**src/core/spdif_irq_cfg.svh**
```systemverilog
// register map, field positions and mask reset value of the status interrupt block
`ifndef SPDIF_IRQ_CFG_SVH
`define SPDIF_IRQ_CFG_SVH
`define ADDR_IRQ_MASK 7'h25
`define ADDR_IRQ_CAUSE 7'h2b
`define ADDR_FLAG_LEVELS 7'h31
`define MASK_RESET 9'h000
// synchronised flag vector positions
`define FL_UNLOCK 0
`define FL_INVALID 1
`define FL_BLKUPD 2
`define FL_FRMERR 3
`define FL_NONPCM_CS 4
`define FL_BURST 5
`define FL_COPYFREE 6
`define FL_PREEMPH 7
`define FL_RATE0 8
`define FL_RATE1 9
// cause register bits
`define CB_LOCK 0
`define CB_INVALID 1
`define CB_BLKUPD 2
`define CB_FRMERR 3
`define CB_NONPCM 4
`define CB_COPY 5
`define CB_PREEMPH 6
`define CB_RATE 7
// mask register bits
`define MB_LOCK 0
`define MB_INVALID 1
`define MB_BLKUPD 2
`define MB_FRMERR 3
`define MB_NONPCM_CS 4
`define MB_BURST 5
`define MB_COPY 6
`define MB_PREEMPH 7
`define MB_RATE 8
`endif

```
**src/core/spdif_irq_pkg.sv**
```systemverilog
// types shared by the status interrupt block
package spdif_irq_pkg;
  typedef logic [9:0] flag_vec_t;
  typedef logic [8:0] mask_t;
  typedef logic [7:0] cause_t;
  typedef logic [6:0] reg_addr_t;
endpackage : spdif_irq_pkg

```
**src/core/flag_edge_detect.sv**
```systemverilog
// synchroniser and edge detector for the receiver status flags
`timescale 1ns/1ps
`default_nettype none
module flag_edge_detect (
  input wire logic clk,
  input wire logic rst_n,
  input wire spdif_irq_pkg::flag_vec_t flags_async,
  output spdif_irq_pkg::flag_vec_t level,
  output spdif_irq_pkg::flag_vec_t rise,
  output spdif_irq_pkg::flag_vec_t change
);
  typedef struct packed {
    spdif_irq_pkg::flag_vec_t meta;
    spdif_irq_pkg::flag_vec_t sync;
    spdif_irq_pkg::flag_vec_t prev;
  } edge_state_t;

  edge_state_t st_ff;
  edge_state_t nxt_st;

  always_comb
  begin
    nxt_st = st_ff;
    nxt_st.meta = flags_async;
    nxt_st.sync = st_ff.meta;
    nxt_st.prev = st_ff.sync;
  end

  // prev starts at zero, so a flag already high out of reset counts as an edge
  always_ff @(posedge clk or negedge rst_n)
  begin
    if (!rst_n)
    begin
      st_ff <= '0;
    end
    else
    begin
      st_ff <= nxt_st;
    end
  end

  assign level = st_ff.sync;
  assign rise = st_ff.sync & ~st_ff.prev;
  assign change = st_ff.sync ^ st_ff.prev;
endmodule : flag_edge_detect
`default_nettype wire

```
**src/core/spdif_rx_status_interrupt.sv**
```systemverilog
// receiver status interrupt: mask, cause latch, flag level readback
`timescale 1ns/1ps
`include "spdif_irq_cfg.svh"
`default_nettype none
module spdif_rx_status_interrupt (
  input wire logic clk,
  input wire logic nrst,
  input wire logic lock_lost_flag,
  input wire logic invalid_flag,
  input wire logic frame_error_flag,
  input wire logic chan_status_block_update,
  input wire logic nonpcm_cs_flag,
  input wire logic burst_sync_flag,
  input wire logic copyright_free_flag,
  input wire logic preemphasis_flag,
  input wire logic [1:0] recovered_rate_code,
  input wire spdif_irq_pkg::reg_addr_t reg_addr,
  input wire logic reg_wr,
  input wire logic [8:0] reg_wdata,
  input wire logic reg_rd,
  output logic [8:0] reg_rdata,
  output logic status_irq_low
);
  typedef struct packed {
    spdif_irq_pkg::mask_t mask;
    spdif_irq_pkg::cause_t cause;
    logic [8:0] rdata;
    logic irq_low;
  } irq_state_t;

  function automatic logic hit(input spdif_irq_pkg::reg_addr_t a,
                               input spdif_irq_pkg::reg_addr_t target);
    hit = (a == target);
  endfunction : hit

  logic rst_meta_ff;
  logic rst_n_ff;
  irq_state_t st_ff;
  irq_state_t nxt_st;
  spdif_irq_pkg::flag_vec_t flags_in;
  spdif_irq_pkg::flag_vec_t lvl;
  spdif_irq_pkg::flag_vec_t rise;
  spdif_irq_pkg::flag_vec_t chg;
  spdif_irq_pkg::cause_t ev;
  spdif_irq_pkg::cause_t held;
  logic [6:0] levels;
  logic rd_cause;

  always_ff @(posedge clk or negedge nrst)
  begin
    if (!nrst)
    begin
      rst_meta_ff <= 1'b0;
      rst_n_ff <= 1'b0;
    end
    else
    begin
      rst_meta_ff <= 1'b1;
      rst_n_ff <= rst_meta_ff;
    end
  end

  // flags come from the recovery clock domain, hence the synchroniser
  assign flags_in = {recovered_rate_code, preemphasis_flag, copyright_free_flag,
                     burst_sync_flag, nonpcm_cs_flag, frame_error_flag,
                     chan_status_block_update, invalid_flag, lock_lost_flag};

  flag_edge_detect u_edges (
    .clk(clk),
    .rst_n(rst_n_ff),
    .flags_async(flags_in),
    .level(lvl),
    .rise(rise),
    .change(chg)
  );

  // raw levels straight through, mask never touches them
  assign levels = {lvl[`FL_UNLOCK], lvl[`FL_RATE1], lvl[`FL_RATE0], lvl[`FL_PREEMPH],
                   lvl[`FL_COPYFREE], lvl[`FL_BURST], lvl[`FL_NONPCM_CS]};

  assign rd_cause = reg_rd && hit(reg_addr, `ADDR_IRQ_CAUSE);

  always_comb
  begin
    ev = '0;
    held = '0;
    ev[`CB_LOCK] = chg[`FL_UNLOCK] & ~st_ff.mask[`MB_LOCK];
    ev[`CB_INVALID] = rise[`FL_INVALID] & ~st_ff.mask[`MB_INVALID];
    ev[`CB_BLKUPD] = rise[`FL_BLKUPD] & ~st_ff.mask[`MB_BLKUPD];
    ev[`CB_FRMERR] = rise[`FL_FRMERR] & ~st_ff.mask[`MB_FRMERR];
    ev[`CB_NONPCM] = (chg[`FL_NONPCM_CS] & ~st_ff.mask[`MB_NONPCM_CS])
                   | (chg[`FL_BURST] & ~st_ff.mask[`MB_BURST]);
    ev[`CB_COPY] = chg[`FL_COPYFREE] & ~st_ff.mask[`MB_COPY];
    ev[`CB_PREEMPH] = chg[`FL_PREEMPH] & ~st_ff.mask[`MB_PREEMPH];
    ev[`CB_RATE] = (chg[`FL_RATE0] | chg[`FL_RATE1]) & ~st_ff.mask[`MB_RATE];
    held[`CB_INVALID] = lvl[`FL_INVALID] & ~st_ff.mask[`MB_INVALID];
    held[`CB_BLKUPD] = lvl[`FL_BLKUPD] & ~st_ff.mask[`MB_BLKUPD];
    held[`CB_FRMERR] = lvl[`FL_FRMERR] & ~st_ff.mask[`MB_FRMERR];

    nxt_st = st_ff;
    if (reg_wr && hit(reg_addr, `ADDR_IRQ_MASK))
    begin
      nxt_st.mask = reg_wdata;
    end
    // set wins over the read clear so no event is lost
    if (rd_cause)
    begin
      nxt_st.cause = ev | held;
    end
    else
    begin
      nxt_st.cause = st_ff.cause | ev;
    end
    nxt_st.irq_low = ~(|nxt_st.cause);
    if (reg_rd)
    begin
      if (rd_cause)
      begin
        nxt_st.rdata = {1'b0, st_ff.cause};
      end
      else if (hit(reg_addr, `ADDR_IRQ_MASK))
      begin
        nxt_st.rdata = st_ff.mask;
      end
      else if (hit(reg_addr, `ADDR_FLAG_LEVELS))
      begin
        nxt_st.rdata = {2'b00, levels};
      end
      else
      begin
        nxt_st.rdata = 9'h000;
      end
    end
  end

  always_ff @(posedge clk or negedge rst_n_ff)
  begin
    if (!rst_n_ff)
    begin
      st_ff <= '{mask: `MASK_RESET, cause: 8'h00, rdata: 9'h000, irq_low: 1'b1};
    end
    else
    begin
      st_ff <= nxt_st;
    end
  end

  assign reg_rdata = st_ff.rdata;
  assign status_irq_low = st_ff.irq_low;
endmodule : spdif_rx_status_interrupt
`default_nettype wire

```
**config.mk**
```make
export PLATFORM = sky130hd
export DESIGN_NAME = spdif_rx_status_interrupt
export DESIGN_NICKNAME = d
export VERILOG_FILES = /design/src/core/spdif_irq_pkg.sv /design/src/core/flag_edge_detect.sv /design/src/core/spdif_rx_status_interrupt.sv
export VERILOG_INCLUDE_DIRS = /design/src /design/src/core
export SDC_FILE = /design/constraint.sdc
export NUM_CORES = 1
export LEC_CHECK = 0
export BUFFER_PORTS_ARGS = -buffer_cell sky130_fd_sc_hd__clkbuf_2
export CORE_MARGIN = 2
export CORE_UTILIZATION = 55
export CTS_CLUSTER_SIZE = 12
export DETAILED_ROUTE_END_ITERATION = 7
export PLACE_DENSITY = 0.79
export SLEW_MARGIN = 20
export SYNTH_ARGS = -nofsm -noshare
export SYNTH_HDL_FRONTEND = slang
export SYNTH_SLANG_ARGS = --single-unit
```
**constraint.sdc**
```tcl
create_clock -name clk -period 2.9 [get_ports clk]
set_input_delay 0 -clock clk [delete_from_list [all_inputs] [get_ports clk]]
set_output_delay 0 -clock clk [all_outputs]
set_load 0.1 [all_outputs]
```
==> out/metrics.yaml <==
status:
  status: "finished, final reports clean"
finish:
  final_cells: 277
  nets: 252
  antenna_cells: 0
  area_delta_synth_final_pct: 24.2
  drive_above_1_share: 0.326
power_and_ir_drop:
  p_sw_uw: 429
  power.leakage_nw: 1.28
  power_frac_seq: 0.508
  power_per_cell_area_nw_per_um2: 622
  swShare: 0.243
  finalPower_mw: 1.76
  intPower_mw: 1.33
  peakVddDrop_mv: 0.396
  comb_power_share: 0.099
  clkPwrFrac: 0.392
floorplanning:
  initial_core_util: 0.571
  rows: 23
  ioPinCount: 40
  dieHeight_um: 68.4
  fp.dieArea_um2: 4680
  coreArea_um2: 4000
  die_w_um: 68.4
flow_run:
  drv_cap: 0
global_route:
  track_usage: 0.221
  grt-ovfl-total: 0
  grt_start_max_net_pins: 36
  antenna_found_initial: 0
  grt_pass1_vias: 1508
  grt_pass1_wl_um: 7050
detailed_routing:
  final_antenna_net_count: 0
  first_pass_iters: 4
  wl_um: 4240
  drt_iter0_drc: 214
  drc: 0
  avgRoutedWirePerCell_um: 15.3
  vias: 1527
  vias_per_cell: 5.51
logic_synthesis:
  muxShareOfSynthArea: 0.0444
  syn_nets: 196
  yosysTopAreaCell: "dfrtp_1"
  synthCells: 166
  synth_seq_area_share: 0.647
  synth_cell_types: 34
  ys_warn_count: 0
  synth_xor_area_frac: 0.0268
  synth-simple-area-share: 0.0904
  avgSynthCellArea_um2: 13.8
  synth_compound_area_frac: 0.129
  synthAdderAreaFrac: 0
  synth_seq_cells: 59
  synth_top_area_share: 0.636
  netlist_area_um2: 2280
  ys_top_cells_by_area: "dfrtp_1 (64%), mux2_2 (4.4%), buf_4 (3.6%), a32o_1 (3.1%), xnor2_1 (2.7%)"
  synth_top_family_by_area: "compound AO/OA/AOI/OAI gates"
worst_setup_path:
  start_kind: "flip-flop"
  slowest_delay_ns: 0.55
  r2r_end: "status_irq_low$_DFF_PN1_"
  ff2ff_path_depth: 4
  critPathSlowestCell: "or4_1"
  cp_cell_sequence: "xnor2_1 -> o22ai_1 -> or4_1 -> nor4_2"
  crit_type: "flip-flop to flip-flop"
  critPathCaptureType: "flip-flop"
  r2r-start: "u_edges.level[5]$_DFF_PN0_"
  critPathRequiredTime_ns: 3.14
  worst-path-buf-inv: 0
  path_max_fanout: 3
  rrSetupSlack_ns: 1.30
  arrival_ns: 1.84
  cpLargestDelayFamily: "simple AND/OR/NAND/NOR gates"
timing:
  hold_viol_final: 0
  worstMarginPinSlew_ns: 0.721
  fin_crit_sh: 0.551
  drv_slew: 0
  whs_ns: 0.0734
  min_period_ns: 1.60
  rsz0062_at_grt: "no"
  slew_headroom: 0.519
  tns_ns: 0
  setup_violations: 0
  clock_skew_ns: 0.00770
  max_freq_mhz: 626
clock_tree:
  cts_tree: "yes"
  path_clk_slew_ns: 0.07
  cts_root_buf: "clkbuf_8"
  cts_setup_buffers: 0
  cts.sinks: 59
  cts_buffers: 9
  htreeDepth: 3
  clk_latency_ns: 0.33
  cts_buffer_depth: 2
place:
  dp.cells: 240
  dp_hpwl_um: 2830
  io_buffers: 39
  gp_congestion: 0.842
hold_path:
  min_from: "reg_addr[6]"
  hold_path.class: "input pin to flip-flop"
  timing.hold.worst_endpoint: "reg_rdata[7]$_DFFE_PN0P_"
  holdPathStages: 4
-- final cells by class --
cell class	count	area (um2)
clock buffer	15	186
multi-input combinational	85	667
sequential	59	1480
clock inverter	1	5.00
inverter	6	22.5
tap	50	62.6
fill	272	1160
timing repair buffer	61	413
-- power by group through the flow --
stage	Sequential, mW	Combinational, mW	Clock [mW]
2_1_floorplan	0.907	0.118	0
3_3_place_gp	0.909	0.148	0
3_5_place_dp	0.911	0.152	0
4_1_cts	0.896	0.176	0.710
5_1_grt	0.902	0.190	0.754
6_report	0.896	0.175	0.692
-- what timing repair did --
| item | CTS | global route |
|---|---|---|
| hold endpoints to repair | 21 | 0 |
| resized for setup | 0 | 0 |
| setup endpoints to repair | 0 | 0 |
| hold buffers | 21 | 0 |
-- per-stage QoR --
step	worst slack [ns]	instance area (um2)	utilization
after detailed placement	1.31	2430	0.608
after global routing	1.22	2840	0.709
after floorplan	1.14	2280	-
after global placement	1.34	2430	0.608
final	1.30	2840	0.709
after CTS	1.31	2840	0.709
-- cells in the final DEF (no fill, tap or decap), types with 4 or more instances in the layout --
cell	synthesis	final
a21oi_1	8	8
a22oi_1	7	7
a32o_1	7	7
clkbuf_2	0	39
clkbuf_8	0	13
dfrtp_1	58	57
dlygate4sd3_1	0	21
inv_1	6	6
mux2_2	9	9
nor2_1	10	10
o21ai_0	4	4
xnor2_1	7	7
-- cells in the mapped netlist (all sizes together) --
master / number
a32oi: 1
dfrtp: 58
buf: 13
dfstp: 1
nand3: 2
and4b: 1
a31o: 1
o22ai: 3
or4: 2
xnor2: 7
nor3b: 1
nor2: 10
a31oi: 3
conb: 1
and3: 2
inv: 6
a22oi: 7
a21oi: 8
a32o: 7
nand2b: 3
o21ai: 4
o2bb2ai: 2
mux2: 9
nand2: 3
clkbuf: 3
a21o: 3
nand4: 1
o221ai: 1
nor4: 1
and4bb: 2
-- sequential cells by signal (all words and copies together), names as in the netlist --
name / count
rst_n_ff: 1
u_edges.nxt_st: 10
reg_rdata: 9
rst_meta_ff: 1
status_irq_low: 1
st_ff: 17
u_edges.level: 10
u_edges.st_ff: 10
-- tightest hold or removal path, stage by stage --
cell and delay (ns):
clkbuf_2 0.11, nor3b_4 0.10, nand2_1 0.09, o22ai_1 0.06
-- cells by family (layout without fill, tap and decap cells) --
group,count (synthesis),in the layout
muxes,9,9
other,1,1
and+or+nand+nor,28,28
AOI/OAI and AO/OA,40,40
xor gates and xnor gates,7,7
buffers and inverters,22,83
DFF,59,59
-- how the worst max path moves through the flow --
stage	from	endpoint	slack, ns	cells past startpoint
floorplan	rst_n_ff$_DFF_PN0_	reg_rdata[0]$_DFFE_PN0P_	1.14	0
global placement	u_edges.level[4]$_DFF_PN0_	status_irq_low$_DFF_PN1_	1.34	4
detailed placement	u_edges.level[5]$_DFF_PN0_	status_irq_low$_DFF_PN1_	1.31	4
CTS	u_edges.level[5]$_DFF_PN0_	status_irq_low$_DFF_PN1_	1.31	4
global route	u_edges.level[5]$_DFF_PN0_	status_irq_low$_DFF_PN1_	1.22	4
finish	u_edges.level[5]$_DFF_PN0_	status_irq_low$_DFF_PN1_	1.30	4
-- routing by layer --
metal / global-route usage / routed length, um
met1: 0.289 / 1790
met2: 0.329 / 2080
met3: 0.0822 / 293
met4: 0.100 / 82
met5: 0 / 0
No activity file was read; power rests on OpenSTA's default activity.
